===== src/rtl/auxdf_pkg.sv =====
// package: register map, field layout and filter constants of the auxiliary decimation filter
package auxdf_pkg;
   // register offsets (byte-wide registers on a plain port)
   localparam logic [7:0] ADDR_AUX_INPUT_MUX = 8'h16;
   localparam logic [7:0] ADDR_AUX_GAIN_RATE_CONFIG = 8'h17;
   localparam logic [7:0] ADDR_AUX_STATUS = 8'h18;
   localparam logic [7:0] ADDR_AUX_DATA0 = 8'h19;
   localparam logic [7:0] ADDR_AUX_DATA1 = 8'h1A;
   localparam logic [7:0] ADDR_AUX_DATA2 = 8'h1B;
   // aux_input_mux fields
   localparam int POS_SEL_LSB = 4;
   localparam int NEG_SEL_LSB = 0;
   localparam logic [7:0] MUX_RESET = 8'h01;
   // aux_gain_rate_config fields
   localparam int REF_SEL_LSB = 5;
   localparam int RATE_LSB = 3;
   localparam int GAIN_LSB = 0;
   localparam logic [7:0] CFG_RESET = 8'h00;
   // reference choices
   localparam logic [2:0] REF_EXT_01 = 3'h0;
   localparam logic [2:0] REF_EXT_23 = 3'h1;
   localparam logic [2:0] REF_EXT_45 = 3'h2;
   localparam logic [2:0] REF_INTERNAL = 3'h3;
   localparam logic [2:0] REF_SUPPLY = 3'h4;
   // rate codes
   localparam logic [1:0] RATE_10 = 2'h0;
   localparam logic [1:0] RATE_100 = 2'h1;
   localparam logic [1:0] RATE_400 = 2'h2;
   localparam logic [1:0] RATE_800 = 2'h3;
   localparam int RATIO_A_10 = 512;
   localparam int RATIO_A_100 = 512;
   localparam int RATIO_A_400 = 128;
   localparam int RATIO_A_800 = 64;
   localparam int RATIO_B = 10;
   // gains at or below this code run with the amplifier bypassed
   localparam logic [2:0] GAIN_BYPASS_MAX = 3'h2;
   // modulator sample period in converter clocks
   localparam int MOD_DIV = 144;
   localparam int CIC_WIDTH = 29;
   localparam int OUT_WIDTH = 24;
   // largest and smallest 24-bit results
   localparam logic signed [23:0] OUT_MAX = 24'sh7FFFFF;
   localparam logic signed [23:0] OUT_MIN = 24'sh800000;
   localparam int SUM_WIDTH = 32;
endpackage : auxdf_pkg


===== src/rtl/auxdf_sinc1.sv =====
// second stage: first-order sinc decimator by ten
`timescale 1ns/100ps
`default_nettype none
module auxdf_sinc1
#(
   parameter int IN_WIDTH = 24,
   parameter int SUM_WIDTH = 32,
   parameter int RATIO = 10
)
(
   input wire logic clk,
   input wire logic rst_n,
   input wire logic clear,
   input wire logic in_valid,
   input wire logic signed [IN_WIDTH-1:0] in_data,
   output logic out_valid,
   output logic signed [IN_WIDTH-1:0] out_data
);
   logic signed [SUM_WIDTH-1:0] acc_reg;
   logic [3:0] cnt_reg;
   logic signed [SUM_WIDTH-1:0] total;

   assign total = acc_reg + SUM_WIDTH'(in_data);

   always_ff @(posedge clk)
   begin
      if (!rst_n || clear)
      begin
         acc_reg <= '0;
         cnt_reg <= 4'h0;
         out_valid <= 1'b0;
         out_data <= '0;
      end
      else
      begin
         out_valid <= 1'b0;
         if (in_valid)
         begin
            if (cnt_reg == 4'(RATIO - 1))
            begin
               // plain average of ten results
               out_data <= IN_WIDTH'(total / RATIO);
               out_valid <= 1'b1;
               acc_reg <= '0;
               cnt_reg <= 4'h0;
            end
            else
            begin
               acc_reg <= total;
               cnt_reg <= cnt_reg + 4'h1;
            end
         end
      end
   end
endmodule : auxdf_sinc1
`default_nettype wire


===== src/rtl/auxdf_top.sv =====
// top: configuration registers, sinc3 decimator and result registers of the auxiliary converter
// =====================================================================
// What this block does
// RQ1: positive input channel follows the 4-bit positive-select field of the mux register.
// RQ2: negative input channel follows the 4-bit negative-select field, same register.
// RQ3: input mux register sits at address 16h.
// RQ4: aux mux is independent of the main mux, same channel choices.
// RQ5: gains 1, 2, 4 bypass the amplifier; higher gains enable it.
// RQ6: 3-bit gain code means gain two to the power of code.
// RQ7: reference selector picks exactly one of five sources.
// RQ8: external reference pairs are inputs 0-1, 2-3, 4-5, first positive.
// RQ9: modulator sampled every 144 converter clocks, one-bit stream in.
// RQ10: filter low-passes, decimates and gives a 24-bit result.
// RQ11: first stage sinc3 decimates by 64, 128 or 512.
// RQ12: second stage sinc1 decimates the 100 SPS stream by ten.
// RQ13: second stage bypassed at 800, 400 and 100 SPS.
// RQ14: total ratio is first ratio times second (one when bypassed).
// RQ15: rate codes 00..11 give 10, 100, 400, 800 SPS; 00 at reset.
// RQ16: output rates scale with the converter clock.
// RQ17: response is sinc cubed times the second-stage sinc.
// RQ18: sinc3 built as three integrators then three differentiators, wide enough.
// RQ19: rate change clears accumulators and drops partial results.
`timescale 1ns/100ps
`default_nettype none
module auxdf_top
#(
   parameter int MOD_DIV = auxdf_pkg::MOD_DIV
)
(
   input wire logic REF_CLK,
   input wire logic RST_N,
   input wire logic [7:0] ADDR,
   input wire logic [7:0] WDATA,
   input wire logic WR,
   input wire logic RD,
   output logic [7:0] RDATA,
   input wire logic MOD_BIT,
   output logic MOD_SAMPLE,
   output logic [3:0] AUX_POSITIVE_SELECT,
   output logic [3:0] AUX_NEGATIVE_SELECT,
   output logic [2:0] AUX_GAIN_CODE,
   output logic [1:0] MOD_GAIN_CODE,
   output logic AMP_ENABLE,
   output logic [4:0] REF_SELECT_ONEHOT,
   output logic DATA_VALID,
   output logic [23:0] DATA_OUT
);
   localparam int CW = auxdf_pkg::CIC_WIDTH;
   localparam int OW = auxdf_pkg::OUT_WIDTH;

   // =====================================================================
   // helpers
   function automatic logic [9:0] ratio_a(input logic [1:0] rate);
      unique case (rate)
         auxdf_pkg::RATE_10: ratio_a = 10'(auxdf_pkg::RATIO_A_10);
         auxdf_pkg::RATE_100: ratio_a = 10'(auxdf_pkg::RATIO_A_100);
         auxdf_pkg::RATE_400: ratio_a = 10'(auxdf_pkg::RATIO_A_400);
         auxdf_pkg::RATE_800: ratio_a = 10'(auxdf_pkg::RATIO_A_800);
      endcase
   endfunction : ratio_a

   // shift that scales the sinc3 gain A^3 to a full 24-bit result at ratio 512; ratios 128 and 64 are not shifted
   function automatic logic [4:0] out_shift(input logic [1:0] rate);
      unique case (rate)
         auxdf_pkg::RATE_400: out_shift = 5'h00;
         auxdf_pkg::RATE_800: out_shift = 5'h00;
         default: out_shift = 5'h04;
      endcase
   endfunction : out_shift

   // a steady all-ones stream at ratio 512 lands one step above the top 24-bit code;
   // clamping keeps it from wrapping round to negative full scale
   function automatic logic signed [OW-1:0] clamp_out(input logic signed [CW-1:0] value);
      if (value > CW'(auxdf_pkg::OUT_MAX))
         clamp_out = auxdf_pkg::OUT_MAX;
      else if (value < CW'(auxdf_pkg::OUT_MIN))
         clamp_out = auxdf_pkg::OUT_MIN;
      else
         clamp_out = OW'(value);
   endfunction : clamp_out

   // =====================================================================
   // registers
   logic [7:0] mux_reg;
   logic [7:0] cfg_reg;
   logic [1:0] rate_reg;
   logic rate_change;
   logic [23:0] result_reg;
   logic fresh_reg;
   logic [7:0] rdata_next;
   logic [1:0] new_rate;

   assign new_rate = WDATA[auxdf_pkg::RATE_LSB +: 2];
   assign rate_change = WR && (ADDR == auxdf_pkg::ADDR_AUX_GAIN_RATE_CONFIG) && (new_rate != rate_reg);

   always_ff @(posedge REF_CLK)
   begin
      if (!RST_N)
      begin
         mux_reg <= auxdf_pkg::MUX_RESET;
         cfg_reg <= auxdf_pkg::CFG_RESET;
      end
      else if (WR)
      begin
         if (ADDR == auxdf_pkg::ADDR_AUX_INPUT_MUX) // RQ3
            mux_reg <= WDATA;
         if (ADDR == auxdf_pkg::ADDR_AUX_GAIN_RATE_CONFIG)
         begin
            // reference codes above the last choice fall back to the internal one
            cfg_reg <= WDATA;
            if (WDATA[auxdf_pkg::REF_SEL_LSB +: 3] > auxdf_pkg::REF_SUPPLY)
               cfg_reg[auxdf_pkg::REF_SEL_LSB +: 3] <= auxdf_pkg::REF_INTERNAL; // RQ7
         end
      end
   end

   assign rate_reg = cfg_reg[auxdf_pkg::RATE_LSB +: 2]; // RQ15

   // =====================================================================
   // analog front-end controls
   always_ff @(posedge REF_CLK)
   begin
      if (!RST_N)
      begin
         AUX_POSITIVE_SELECT <= 4'h0;
         AUX_NEGATIVE_SELECT <= 4'h0;
      end
      else
      begin
         // own select lines: nothing is shared with the main converter
         AUX_POSITIVE_SELECT <= mux_reg[auxdf_pkg::POS_SEL_LSB +: 4]; // RQ1 RQ4
         AUX_NEGATIVE_SELECT <= mux_reg[auxdf_pkg::NEG_SEL_LSB +: 4]; // RQ2 RQ4
      end
   end

   always_ff @(posedge REF_CLK)
   begin
      if (!RST_N)
      begin
         AUX_GAIN_CODE <= 3'h0;
         MOD_GAIN_CODE <= 2'h0;
         AMP_ENABLE <= 1'b0;
      end
      else
      begin
         AUX_GAIN_CODE <= cfg_reg[auxdf_pkg::GAIN_LSB +: 3]; // RQ6
         if (cfg_reg[auxdf_pkg::GAIN_LSB +: 3] <= auxdf_pkg::GAIN_BYPASS_MAX)
         begin
            AMP_ENABLE <= 1'b0; // RQ5
            MOD_GAIN_CODE <= cfg_reg[auxdf_pkg::GAIN_LSB +: 2];
         end
         else
         begin
            // modulator holds gain 4, amplifier supplies the rest
            AMP_ENABLE <= 1'b1; // RQ5
            MOD_GAIN_CODE <= auxdf_pkg::GAIN_BYPASS_MAX[1:0];
         end
      end
   end

   always_ff @(posedge REF_CLK)
   begin
      if (!RST_N)
         REF_SELECT_ONEHOT <= 5'h00;
      else
         // bit 0: inputs 0/1, bit 1: 2/3, bit 2: 4/5, bit 3: internal, bit 4: supply
         REF_SELECT_ONEHOT <= 5'h01 << cfg_reg[auxdf_pkg::REF_SEL_LSB +: 3]; // RQ7 RQ8
   end

   // =====================================================================
   // modulator sample tick
   logic [7:0] div_reg;

   always_ff @(posedge REF_CLK)
   begin
      if (!RST_N)
      begin
         div_reg <= 8'h00;
         MOD_SAMPLE <= 1'b0;
      end
      else
      begin
         MOD_SAMPLE <= (div_reg == 8'(MOD_DIV - 1)); // RQ9 RQ16
         div_reg <= (div_reg == 8'(MOD_DIV - 1)) ? 8'h00 : div_reg + 8'h01;
      end
   end

   // =====================================================================
   // sinc3: integrators at the modulator rate
   logic signed [CW-1:0] int1_reg;
   logic signed [CW-1:0] int2_reg;
   logic signed [CW-1:0] int3_reg;
   logic signed [CW-1:0] dif1_reg;
   logic signed [CW-1:0] dif2_reg;
   logic signed [CW-1:0] dif3_reg;
   logic signed [CW-1:0] d1;
   logic signed [CW-1:0] d2;
   logic signed [CW-1:0] d3;
   logic [9:0] dec_reg;
   logic [2:0] warm_reg;
   logic s3_valid;
   logic signed [OW-1:0] s3_data;
   logic signed [CW-1:0] in_val;

   // ones density mapped to +1/-1 so the result is bipolar
   assign in_val = MOD_BIT ? CW'(1) : -CW'(1);

   always_ff @(posedge REF_CLK)
   begin
      if (!RST_N || rate_change) // RQ19
      begin
         int1_reg <= '0;
         int2_reg <= '0;
         int3_reg <= '0;
         dec_reg <= 10'h000;
      end
      else if (MOD_SAMPLE)
      begin
         // 27 bits of growth at ratio 512, plus sign, plus the +A^3 end point; wrap-around cancels later
         int1_reg <= int1_reg + in_val; // RQ18
         int2_reg <= int2_reg + int1_reg; // RQ18
         int3_reg <= int3_reg + int2_reg; // RQ18
         dec_reg <= (dec_reg == ratio_a(rate_reg) - 10'h001) ? 10'h000 : dec_reg + 10'h001; // RQ11
      end
   end

   // =====================================================================
   // sinc3: differentiators at the decimated rate
   assign d1 = int3_reg - dif1_reg;
   assign d2 = d1 - dif2_reg;
   assign d3 = d2 - dif3_reg;

   always_ff @(posedge REF_CLK)
   begin
      if (!RST_N || rate_change) // RQ19
      begin
         dif1_reg <= '0;
         dif2_reg <= '0;
         dif3_reg <= '0;
         warm_reg <= 3'h0;
         s3_valid <= 1'b0;
         s3_data <= '0;
      end
      else
      begin
         s3_valid <= 1'b0;
         if (MOD_SAMPLE && dec_reg == ratio_a(rate_reg) - 10'h001)
         begin
            dif1_reg <= int3_reg; // RQ18
            dif2_reg <= d1; // RQ18
            dif3_reg <= d2; // RQ18
            s3_data <= clamp_out(d3 >>> out_shift(rate_reg)); // RQ10 RQ17
            // the first three outputs still hold settling garbage
            if (warm_reg == 3'h3)
               s3_valid <= 1'b1;
            else
               warm_reg <= warm_reg + 3'h1;
         end
      end
   end

   // =====================================================================
   // second stage and output selection
   logic s1_valid;
   logic signed [OW-1:0] s1_data;
   logic result_take;
   logic signed [OW-1:0] result_pick;

   auxdf_sinc1 #(
      .IN_WIDTH(OW),
      .SUM_WIDTH(auxdf_pkg::SUM_WIDTH),
      .RATIO(auxdf_pkg::RATIO_B)
   ) u_sinc1 (
      .clk(REF_CLK),
      .rst_n(RST_N),
      .clear(rate_change), // RQ19
      .in_valid(s3_valid && rate_reg == auxdf_pkg::RATE_10), // RQ12
      .in_data(s3_data),
      .out_valid(s1_valid),
      .out_data(s1_data)
   );

   // at rate 00 the result comes from the second stage, otherwise straight from sinc3
   assign result_take = (rate_reg == auxdf_pkg::RATE_10) ? s1_valid : s3_valid; // RQ13 RQ14
   assign result_pick = (rate_reg == auxdf_pkg::RATE_10) ? s1_data : s3_data; // RQ13

   always_ff @(posedge REF_CLK)
   begin
      if (!RST_N || rate_change) // RQ19
      begin
         DATA_VALID <= 1'b0;
         DATA_OUT <= 24'h000000;
      end
      else
      begin
         DATA_VALID <= result_take; // RQ10
         if (result_take)
            DATA_OUT <= result_pick;
      end
   end

   always_ff @(posedge REF_CLK)
   begin
      if (!RST_N || rate_change) // RQ19
         result_reg <= 24'h000000;
      else if (result_take)
         result_reg <= result_pick;
   end

   // a new result in the cycle of a read of the top byte keeps the flag set
   always_ff @(posedge REF_CLK)
   begin
      if (!RST_N || rate_change)
         fresh_reg <= 1'b0;
      else if (result_take)
         fresh_reg <= 1'b1;
      else if (RD && ADDR == auxdf_pkg::ADDR_AUX_DATA0)
         fresh_reg <= 1'b0;
   end

   // =====================================================================
   // read port
   always_comb
   begin
      unique case (ADDR)
         auxdf_pkg::ADDR_AUX_INPUT_MUX: rdata_next = mux_reg;
         auxdf_pkg::ADDR_AUX_GAIN_RATE_CONFIG: rdata_next = cfg_reg;
         auxdf_pkg::ADDR_AUX_STATUS: rdata_next = {7'h00, fresh_reg};
         auxdf_pkg::ADDR_AUX_DATA0: rdata_next = result_reg[23:16];
         auxdf_pkg::ADDR_AUX_DATA1: rdata_next = result_reg[15:8];
         auxdf_pkg::ADDR_AUX_DATA2: rdata_next = result_reg[7:0];
         default: rdata_next = 8'h00;
      endcase
   end

   always_ff @(posedge REF_CLK)
   begin
      if (!RST_N)
         RDATA <= 8'h00;
      else
         RDATA <= RD ? rdata_next : 8'h00;
   end
endmodule : auxdf_top
`default_nettype wire


===== config.mk =====
export PLATFORM = sky130hd
export DESIGN_NAME = auxdf_top
export DESIGN_NICKNAME = d
export VERILOG_FILES = /design/src/rtl/auxdf_pkg.sv /design/src/rtl/auxdf_sinc1.sv /design/src/rtl/auxdf_top.sv
export SDC_FILE = /design/constraint.sdc
export NUM_CORES = 1
export LEC_CHECK = 0
export BUFFER_PORTS_ARGS = -buffer_cell sky130_fd_sc_hd__buf_2
export CORE_MARGIN = 5
export CORE_UTILIZATION = 70
export CTS_BUF_LIST = sky130_fd_sc_hd__clkbuf_8
export DETAILED_ROUTE_END_ITERATION = 10
export PLACE_DENSITY_LB_ADDON = 0.08
export SLEW_MARGIN = 20
export SYNTH_ARGS = -nofsm -noshare
export SYNTH_HDL_FRONTEND = slang
export SYNTH_HIERARCHICAL = 1
export SYNTH_SLANG_ARGS = --single-unit

===== constraint.sdc =====
create_clock -name REF_CLK -period 37 [get_ports REF_CLK]
set_input_delay 3.7 -clock REF_CLK [delete_from_list [all_inputs] [get_ports REF_CLK]]
set_output_delay 3.7 -clock REF_CLK [all_outputs]
set_load 0.05 [all_outputs]

== Word level (Yosys, flattened, before mapping) ==
Index checks and enable logic that the tools add are counted.
W data, S select, Z words.

* Shift-type cells: 2
* Reduce and logical (&&, ||, !) cells: 20
* Order comparisons: 4
* Div/mod/pow operators: 1
* Eq/ne operators: 15
* Multiplexer cells: 23
* Add/subtract/negate cells: 13
* Bitwise operators: 4

{| class="wikitable"
|+ Operator list
! kind !! number
|-
| $add A29 B29 Y29 || 3
|-
| $sub A29 B29 Y29 || 3
|-
| $mux W24 || 3
|-
| $eq A8 B5 Y1 const B || 6
|-
| $pmux W8 S6 || 1
|-
| $mux W10 || 4
|-
| $add A32 B24 Y32 || 1
|-
| $div A32 B5 Y32 const B || 1
|-
| $mux W32 || 1
|-
| $pmux W10 S3 || 1
|-
| $gt A29 B24 Y1 const B || 1
|-
| $lt A29 B24 Y1 const B || 1
|-
| $mux W29 || 1
|-
| $sshr A29 B5 Y29 || 1
|-
| $eq A10 B10 Y1 || 2
|-
| $sub A10 B1 Y10 const B || 2
|-
| $reduce_and A2 Y1 || 6
|-
| $add A10 B1 Y10 const B || 1
|-
| $mux W5 || 2
|-
| $reduce_or A2 Y1 || 5
|-
| $add A8 B1 Y8 const B || 1
|-
| $eq A8 B8 Y1 const B || 1
|-
| $mux W1 || 6
|-
| $mux W3 || 2
|-
| 18 further kinds || 26
|}

* Register bits after elaboration: 351
* Input bits: 21
* Output and inout port bits: 53
* Word-level logic and storage cells: 111

== Longest topological paths before layout ==
Gate-level depths: netlist (run 1).

* Depth after elaboration: 14
* Mapped depth: 64
* Mapped depth without buffers: 54

== By module ==
The synthesis (run 1) kept the hierarchy.

{| class="wikitable"
|+ By module, submodules not included
! module !! cells an instance !! area each (µm²) !! instances
|-
| auxdf_top || 2,422 || 19,228.4 || 1
|-
| auxdf_sinc1 || 1,450 || 10,107.2 || 1
|}

== Worst setup path after synthesis (run 1) ==
OpenSTA, ideal clock, no wires.

* Path kind: reg2reg
* From: register s3_data[0]
* To: register u_sinc1.out_data[18]
* Required time: 36.868 ns
* Clock period less this slack: 13.575 ns
* Path buffers: 4
* Path slack: 23.425 ns
* Cell stages (with the launch flop): 58
* Arrival time: 13.443 ns
* Cells stage by stage: dfxtp_1 > ha_1 > inv_1 > fa_1 > nor2b_1 > o22ai_1 > xnor2_1 > or3_1 > or4_1 > or4_4 > or3_1 > buf_2 > or4_4 > a41o_1 > or3b_1 > a21o_1 > o211a_2 > and4_1 > (+22 left out) > o2111ai_1 > a22oi_4 > a31oi_1 > o211a_1 > nor4_4 > xor2_1 > o22a_1 > o22a_1 > a2111oi_4 > nor2_1 > nor2_1 > o221a_2 > ha_1 > and4_1 > a31oi_1 > xor2_1 > nand2_1 > a21oi_1

* Word-level cells in the longest chain between the ends: 2

{| class="wikitable"
|+ Ends and longest elaborated chain
! item !! line !! text
|-
| start: declaration || auxdf_top.sv:202 || <nowiki>logic signed [OW-1:0] s3_data;</nowiki>
|-
| start signal: assignment || auxdf_top.sv:252 || <nowiki>s3_data <= clamp_out(d3 >>> out_shift(rate_reg));</nowiki>
|-
| $add A32 B24 Y32 || auxdf_sinc1.sv:23 || <nowiki>assign total = acc_reg + SUM_WIDTH'(in_data);</nowiki>
|-
| $div A32 B5 Y32 || auxdf_sinc1.sv:42 || <nowiki>out_data <= IN_WIDTH'(total / RATIO);</nowiki>
|-
| end signal: assignment || auxdf_sinc1.sv:42 ||
|-
| end: declaration || auxdf_sinc1.sv:17 || <nowiki>output logic signed [IN_WIDTH-1:0] out_data</nowiki>
|}

Every way passes these cells.
A chain may end at the register's enable or synchronous reset.

== Worst setup path after layout (run 1) ==
Ends and elaborated chain as after synthesis.

==> summary.txt, run 1 <==
Status
  • Status: completed

STA
  • Clock skew: 0.0221 ns
  • Worst slew margin: 18.5%
  • Achievable Freq: just over 60 MHz
  • Tcrit/Tclk final: around 44%
  • Final hold vios: 0
  • Setup TNS: 0 ns
  • Final setup fails: 0
  • Worst slew pin tran: 1.21 ns
  • Pins Over Slew Limit: 0
  • RSZ-0062 raised after global routing: false
  • Min Tclk post-route: 16.12 ns

Clocking
  • Root Buffer: clkbuf_8
  • Hold buffers post-CTS: 0
  • Total CTS buffers: 60
  • CTS max path bufs: 3
  • Post-CTS setup buffers: 0
  • Clock Latency Late Sink: 0.70 ns
  • Clock Pin Slew Worst Setup and Hold Paths: ~0.07 ns
  • CTS H-tree lvls: 2
  • Clk sinks: 351
  • CTS tree: yes
  • Post-CTS sizing: 0

Route
  • Post-route ant nets: 0
  • Drt total wl: 87500 um
  • Routed vias/inst: 6.74
  • Wire per inst: 19.7 um
  • Met1 WL: 34500 um
  • Met3 WL post-DR: 5560 um
  • DRC viols: 0
  • WL met2: 42600 um
  • First DRT Iteration DRCs: 3244
  • 1st-pass router iterations: 6
  • Vias: around 30000
  • Top Metal Used: met4

Global route
  • Vias in the first global route: 28754
  • Largest net degree at the start of global routing: 88
  • Global-route wire length before repair: 142000 um
  • Initial antenna violation count: 0
  • Gr usage total: 35.7%
  • Total grt overflow: 0

Synthesis
  • Gate Count Post-Synth: 3872
  • Syn nets: 4106
  • Syn Area/Cell: 7.58 um2
  • Post-synth top flop: dfxtp_1
  • EDFF count, synth: 0
  • Ys Warns: 6
  • Cell area after synthesis: 0.0293 mm2
  • Cell variety after synth: 122
  • Asr flop ratio synth: 0%
  • Synthesized flop and latch total: 351
  • Post-synthesis sequential area ratio: a little under a quarter

Placement
  • Placer congestion estimate: 1.03
  • PortBufs: 73
  • Detailed Place HPWL: around 64000 um

Min path
  • Worst Hold Path EP: dif1_reg[2]$_SDFFE_PP0P_
  • Min-delay src: dif1_reg[2]$_SDFFE_PP0P_
  • Hold-critical path depth: 2
  • Hold Path Class: reg -> reg

Floorplan
  • Core Area: 0.0417 mm2
  • # IOs: 74
  • Die area: 0.0461 mm2
  • Initial Utilization: 70.4%
  • Die width: 215 um
  • Die height: ~210 um
  • Rows: 75

Worst setup path
  • CP Max Fanout: 15
  • Worst reg-to-reg setup slack: between 20 and 25 ns
  • Setup CP Type: reg -> reg
  • Endpoint type of the worst setup path: register
  • Reg-to-reg startpoint: s3_data[0]$_SDFFE_PP0P_
  • Critical path required time: about 38 ns
  • CP startpoint kind: register
  • Cell mode on critical path: nor2_1
  • Slowest stage delay, CP: 0.69 ns
  • FF-to-FF End: u_sinc1/out_data[18]$_SDFFE_PP0P_
  • Crit path DAT: around 17 ns
  • Worst r2r path cells: between 50 and 60
  • Crit path launch: s3_data[0]$_SDFFE_PP0P_
  • Worst path slowest cell: a2111oi_4

Final layout
  • Syn-to-layout area delta: 6.63%
  • # fillers: 3125
  • FF+latch area: approximately 0.0070 mm2
  • Final antenna diode count: 0
  • Multi-input combinational cell area: 0.0210 mm2
  • Max FFs per register: 32
  • Most frequent cells in the layout: 411 x nand2_1, 406 x nor2_1, 350 x dfxtp_1
  • Share of layout cells above drive strength 1: 8.15%
  • Commonest non-fill, non-tap cell in the layout: nand2_1
  • Final nets: 4089

Pwr
  • IR Drop Worst-Case VDD: around 0.031 mV
  • Power Dens Cells: 25.5 mW/mm2
  • Total power: between 0.7 and 0.8 mW
  • Lkg Pwr: roughly 13 nW

Run
  • Max-cap violations: 0
[cells in the mapped netlist, types with 12 or more instances]
cell type	instances	share of area, %
and3_1	39	0.83
xnor2_1	174	5.2
a221oi_1	14	0.42
nor3_1	94	1.6
nand4_1	44	0.94
nand2b_1	40	0.85
nor3b_1	12	0.31
o211a_1	15	0.51
buf_2	17	0.29
o31ai_1	24	0.61
a311oi_1	33	0.99
xor2_1	79	2.4
a21oi_1	345	5.9
o21ai_1	17	0.29
a21boi_0	13	0.33
nor2_1	406	5.2
inv_1	147	1.9
nand3_1	97	1.7
or3_1	32	0.68
nor2b_1	40	0.85
clkbuf_1	147	1.9
a211o_1	19	0.57
o21bai_1	20	0.51
or2_2	26	0.55
o21a_1	42	1.1
o31a_1	19	0.57
a31oi_1	40	0.85
and2_1	51	1.1
and4_1	14	0.42
or4_1	16	0.41
nand2_1	411	5.3
a21o_1	117	3.0
o211ai_1	39	1.0
ha_1	206	8.8
a22oi_1	36	0.92
nor4_1	17	0.36
o22ai_1	33	0.70
dfxtp_1	351	24
mux2i_1	73	2.5
mux2_2	16	0.61
o21ai_0	191	3.3
a211oi_1	64	1.6
[layer usage]
layer	vias to the layer above	GRT usage, %
met2	1373	63.5
met4	0	18.5
li1	14154	-
met3	335	4.91
met5	-	0
met1	14078	41.8
[how the worst max path moves through the flow]
| stage | end | slack [ns] | depth (start not counted) |
|---|---|---|---|
| finish | u_sinc1/out_data[18]$_SDFFE_PP0P_ | 20.88 | 53 |
| global route | u_sinc1/out_data[20]$_SDFFE_PP0P_ | 19.85 | 53 |
| CTS | u_sinc1/out_data[18]$_SDFFE_PP0P_ | 21.12 | 53 |
| detailed placement | u_sinc1/out_data[22]$_SDFFE_PP0P_ | 21.17 | 52 |
| global placement | u_sinc1/out_data[18]$_SDFFE_PP0P_ | 21.49 | 53 |
| floorplan | u_sinc1/out_data[18]$_SDFFE_PP0P_ | 23.43 | 57 |
[kinds of logic (layout without fill, tap and decap cells)]
kind of cell	after synthesis	in the layout	synth area share, %
and+or+nand+nor	1388	1388	22.5
AOI/OAI and AO/OA	1238	1238	28.7
DFF	351	351	24.0
buffers and inverters	334	362	4.54
xor gates and xnor gates	253	253	7.55
adders and majority gates	216	216	9.37
muxes	92	92	3.30
[through the flow]
step	instances	utilization, %	hold WS, ns	setup WS (ns)	instance area [um2]
floorplan	3872	-	0.425	23.43	29300
global placement	4331	71.7	0.439	21.49	29900
detailed placement	4331	71.7	0.445	21.17	29900
CTS	4438	75.0	0.454	21.12	31300
global route	4439	75.1	0.467	19.85	31300
finish	4439	75.1	0.454	20.88	31300
[layout make-up]
type / instances / area share, %
Clock buffer: 79 / 3.48
Clock inverter: 28 / 0.908
Inverter: 149 / 1.79
Multi-Input combinational cell: 3187 / 67.2
Sequential cell: 351 / 22.5
Tap cell: 539 / 2.16
Timing Repair Buffer: 106 / 1.97
[report_power, final]
part | internal [mW] | total [mW] | switching [mW]
Clock | 0.227 | 0.402 | 0.175
Combinational | 0.00485 | 0.0175 | 0.0126
Sequential | 0.378 | 0.379 | 0.000302
Total | 0.610 | 0.798 | 0.188
[critical path, delay by kind of cell, from the launching register on]
family | cells | cell delay [ns]
AND/OR/NAND/NOR | 19 | 5.93
buffers and inverters | 1 | 0.06
AO/OA/AOI/OAI | 23 | 6.77
multiplexers | 1 | 0.38
flip-flops | 1 | 0.37
adder cells (fa/ha/maj) | 4 | 1.14
XOR/XNOR | 5 | 1.34
(Power assumes the default switching activity.)
==> run 2, diff against run 1 <==
--- a/config.mk
+++ b/config.mk
@@ -5,9 +5,10 @@
 export SDC_FILE = /design/constraint.sdc
 export NUM_CORES = 1
 export LEC_CHECK = 0
+export ABC_AREA = 1
 export BUFFER_PORTS_ARGS = -buffer_cell sky130_fd_sc_hd__buf_2
 export CORE_MARGIN = 5
-export CORE_UTILIZATION = 70
+export CORE_UTILIZATION = 60
 export CTS_BUF_LIST = sky130_fd_sc_hd__clkbuf_8
 export DETAILED_ROUTE_END_ITERATION = 10
 export PLACE_DENSITY_LB_ADDON = 0.08
==> constraint.sdc (replaced) <==
create_clock -name REF_CLK -period 14.58 [get_ports REF_CLK]
set_input_delay 1.458 -clock REF_CLK [delete_from_list [all_inputs] [get_ports REF_CLK]]
set_output_delay 1.458 -clock REF_CLK [all_outputs]
set_load 0.05 [all_outputs]
==> run 2 against run 1 <==
Effect of this change: the run now ends with setup timing left; global-route usage fell by 6.4 points; critical path depth rose by 87; synthesized cell count rose by 18%; register-to-register slack got worse by 21 ns; cell area rose by 5.8%; non-clock buffer count rose by 93; die area rose by 14%; clock skew rose by 0.039 ns; wire length fell by 6.1%; largest cell class unchanged.
==> summary.txt, run 2 <==
Status
  • Status: finished with violations (was completed)
  • Failing checks: setup timing

Clocking
  • Root Buffer: clkbuf_8 (unchanged)
  • CTS tree: yes (unchanged)
  • Clock Pin Slew Worst Setup and Hold Paths: 0.06 ns (was 0.07 ns)
  • CTS max path bufs: 3 (unchanged)
  • Clock Latency Late Sink: 0.68 ns (was 0.70 ns)
  • Clk sinks: 351 (unchanged)
  • Total CTS buffers: 68 (was 60)
  • CTS H-tree lvls: 3 (was 2)

Pwr
  • Total power: 2.04 mW (was 0.798 mW)
  • Power Dens Cells: 61.5 mW/mm2 (was 25.5 mW/mm2)
  • Lkg Pwr: 17.6 nW (was 12.7 nW)
  • IR Drop Worst-Case VDD: 0.0683 mV (was 0.0309 mV)

Global route
  • Initial antenna violation count: 0 (unchanged)
  • Global-route wire length before repair: 132000 um (was 142000 um)
  • Largest net degree at the start of global routing: 77 (was 88)
  • Total grt overflow: 0 (unchanged)
  • Gr usage total: 29.2% (was 35.7%)
  • Vias in the first global route: 27060 (was 28754)

STA
  • Final hold vios: 0 (unchanged)
  • Worst slew margin: 28.0% (was 18.5%)
  • Tcrit/Tclk final: 100% (was 43.6%)
  • Min Tclk post-route: 14.61 ns (was 16.12 ns)
  • Worst slew pin tran: 1.08 ns (was 1.21 ns)
  • RSZ-0062 raised after global routing: true (was false)
  • Clock skew: 0.0615 ns (was 0.0221 ns)
  • Pins Over Slew Limit: 0 (unchanged)
  • Achievable Freq: 68.5 MHz (was 62.0 MHz)
  • Final setup fails: 3 (was 0)
  • Final worst slack: -0.0257 ns (was 20.88 ns)

Synthesis
  • Post-Synth Adder-Cell Area: 9.41% (was 9.37%)
  • Fraction of the mapped netlist area in compound gates: 16.9% (was 28.7%)
  • Simple-Gate Fraction of Synth Area: 32.8% (was 22.5%)
  • Gate Count Post-Synth: 4582 (was 3872)
  • Post-synth top area cell: dfxtp_1 (unchanged)
  • Synth top area share: 24.3% (was 24.0%)
  • Ys Warns: 6 (unchanged)
  • Synth area leaders: dfxtp_1 24%, nand2_1 16%, ha_1 8.9% (was dfxtp_1 24%, ha_1 8.8%, a21oi_1 5.9%)
  • Post-synth top flop: dfxtp_1 (unchanged)
  • Syn nets: 4816 (was 4106)
  • Syn Area/Cell: 6.30 um2 (was 7.58 um2)
  • Cell area after synthesis: 0.0289 mm2 (was 0.0293 mm2)
  • Post-synthesis sequential area ratio: 24.3% (was 24.0%)
  • Largest family of logic cells by synthesized area: simple AND/OR/NAND/NOR gates (was compound AO/OA/AOI/OAI gates)
  • Synthesized flop and latch total: 351 (unchanged)
  • Multiplexer share of the synthesized area: 0.0347% (was 3.30%)
  • Cell variety after synth: 59 (was 122)
  • Synth Area in XOR/XNOR: 5.31% (was 7.55%)
  • Count leader, synth: nand2_1 (unchanged)
  • EDFF count, synth: 0 (unchanged)
  • Asr flop ratio synth: 0% (unchanged)
  • Synth top cells by count: 1238 x nand2_1, 661 x inv_1, 356 x a21oi_1 (was 411 x nand2_1, 406 x nor2_1, 351 x dfxtp_1)

Worst setup path
  • Cell mode on critical path: nand2_4 (was nor2_1)
  • Endpoint type of the worst setup path: register (unchanged)
  • Delay-heaviest family, CP: simple AND/OR/NAND/NOR gates (was compound AO/OA/AOI/OAI gates)
  • Critical path required time: 15.13 ns (was 37.61 ns)
  • Crit path DAT: 15.15 ns (was 16.73 ns)
  • Worst reg-to-reg setup slack: -0.03 ns (was 20.88 ns)
  • CP startpoint kind: register (unchanged)
  • Worst path slowest cell: ha_1 (was a2111oi_4)
  • Worst Path Buf+Inv: 12 (was 1)
  • Setup CP Type: reg -> reg (unchanged)
  • Slowest stage delay, CP: 0.38 ns (was 0.69 ns)
  • CP Max Fanout: 6 (was 15)

Route
  • Vias: 29730 (was 29940)
  • 1st-pass router iterations: 7 (was 6)
  • Drt total wl: 82100 um (was 87500 um)
  • Routed vias/inst: 5.49 (was 6.74)
  • Wire per inst: 15.1 um (was 19.7 um)
  • DRC viols: 0 (unchanged)
  • Post-route ant nets: 0 (unchanged)
  • First DRT Iteration DRCs: 2098 (was 3244)

Final layout
  • Commonest non-fill, non-tap cell in the layout: nand2_1 (unchanged)
  • Share of layout cells above drive strength 1: 15.6% (was 8.15%)
  • # fillers: 4339 (was 3125)
  • Fin util: 69.5% (was 75.1%)
  • Syn-to-layout area delta: 14.6% (was 6.63%)
  • Final antenna diode count: 0 (unchanged)
  • FF+latch area: 0.00703 mm2 (about the same)
  • Final Instance Area: 0.0331 mm2 (was 0.0313 mm2)
  • Max FFs per register: 32 (unchanged)
  • Multi-input combinational cell area: 0.0198 mm2 (was 0.0210 mm2)
  • Most frequent cells in the layout: 1165 x nand2_1, 663 x inv_1, 354 x a21oi_1 (was 411 x nand2_1, 406 x nor2_1, 350 x dfxtp_1)
  • Final nets: 4989 (was 4089)

Floorplan
  • Die area: 0.0526 mm2 (was 0.0461 mm2)
  • Core Area: 0.0476 mm2 (was 0.0417 mm2)
  • # IOs: 74 (unchanged)
  • Rows: 80 (was 75)
  • Initial Utilization: 60.6% (was 70.4%)
  • Die height: 229 um (was 215 um)
  • Die width: 229 um (was 215 um)

Min path
  • Hold Path Class: reg -> reg (unchanged)

Run
  • Max-cap violations: 0 (unchanged)

Placement
  • Placer congestion estimate: 0.981 (was 1.03)
  • Area after DPL: 0.0299 mm2 (about the same)
  • Detailed Place HPWL: 61200 um (was 64000 um)
  • PortBufs: 73 (unchanged)
run 2: cell types whose count changed after synthesis, moves of 65 or more:
cell,before,now
mux2i_1,73,1
nand2_1,411,1238
clkbuf_1,147,58
o21ai_0,191,280
nand3_1,97,276
a21o_1,117,22
nor2_1,406,315
inv_1,147,661
nand2_2,0,65
xnor2_1,174,59
run 2: path summary, 6_finish.rpt:
check	startpoint	end	cells after the start
max	s3_data[4]$_SDFFE_PP0P_	u_sinc1/out_data[18]$_SDFFE_PP0P_	140
min	mux_reg[0]$_SDFFE_PN1P_	AUX_NEGATIVE_SELECT[0]$_SDFF_PN0_	2
max reg2reg	s3_data[4]$_SDFFE_PP0P_	u_sinc1/out_data[18]$_SDFFE_PP0P_	140
min reg2reg	mux_reg[0]$_SDFFE_PN1P_	AUX_NEGATIVE_SELECT[0]$_SDFF_PN0_	2
run 2: kinds of logic (layout without fill, tap and decap cells):
logic type | after synthesis | count (layout)
XOR/XNOR | 175 | 175
AND/OR/NAND/NOR | 2143 | 2143
multiplexers | 1 | 1
adder cells (fa/ha/maj) | 213 | 213
buffers and inverters | 831 | 1054
AO/OA/AOI/OAI | 868 | 868
flip-flops | 351 | 351
run 2: worst register-to-register path, delay by kind of cell (launching register included):
| family | cells | cell delay [ns] |
|---|---|---|
| xor+xnor | 2 | 0.33 |
| fa+ha+maj | 3 | 0.73 |
| flops | 1 | 0.35 |
| buf+inv | 12 | 0.82 |
| simple gates | 120 | 11.81 |
| compound gates | 3 | 0.44 |
run 2: layout make-up:
class	count	area share, %
repair buffers	199	3.99
flip-flops and latches	351	21.2
clock buffers	82	3.41
well taps	615	2.32
clock inverters	38	0.873
inverters	735	8.38
multi-input cells	3400	59.8
run 2: through the flow:
stage	worst slack (ns)	TNS, ns	hold WS, ns	std cells
detailed placement	-0.493	-2.28	0.419	5222
floorplan	1.57	0	0.407	4582
CTS	0.00710	0	0.430	5373
global route	-1.04	-10.85	0.443	5420
finish	-0.0257	-0.0598	0.426	5420
global placement	0.00549	0	0.416	5222
run 2: power breakdown:
part / total, mW / leakage (nW) / switching [mW] / internal (mW)
Combinational: 0.0453 / 14.0 / 0.0343 / 0.0110
Clock: 1.03 / 0.789 / 0.473 / 0.558
Sequential: 0.961 / 2.83 / 0.000595 / 0.960
run 2: what timing repair did:
item                                   in CTS  in global routing
endpoints found under the hold margin       0                  0
setup buffers                              31                 47
pin swaps                                  61                125
setup endpoints to repair                   8                 24
hold buffers                                0                  0
resized for setup                          73                210
run 2: routing by layer:
metal	global-route usage, %	up-vias	part of all wire [%]
met5	0	-	0
met4	9.40	0	3.3
met3	3.81	190	5.4
met2	50.0	826	47
met1	38.4	13517	45
li1	-	15197	-
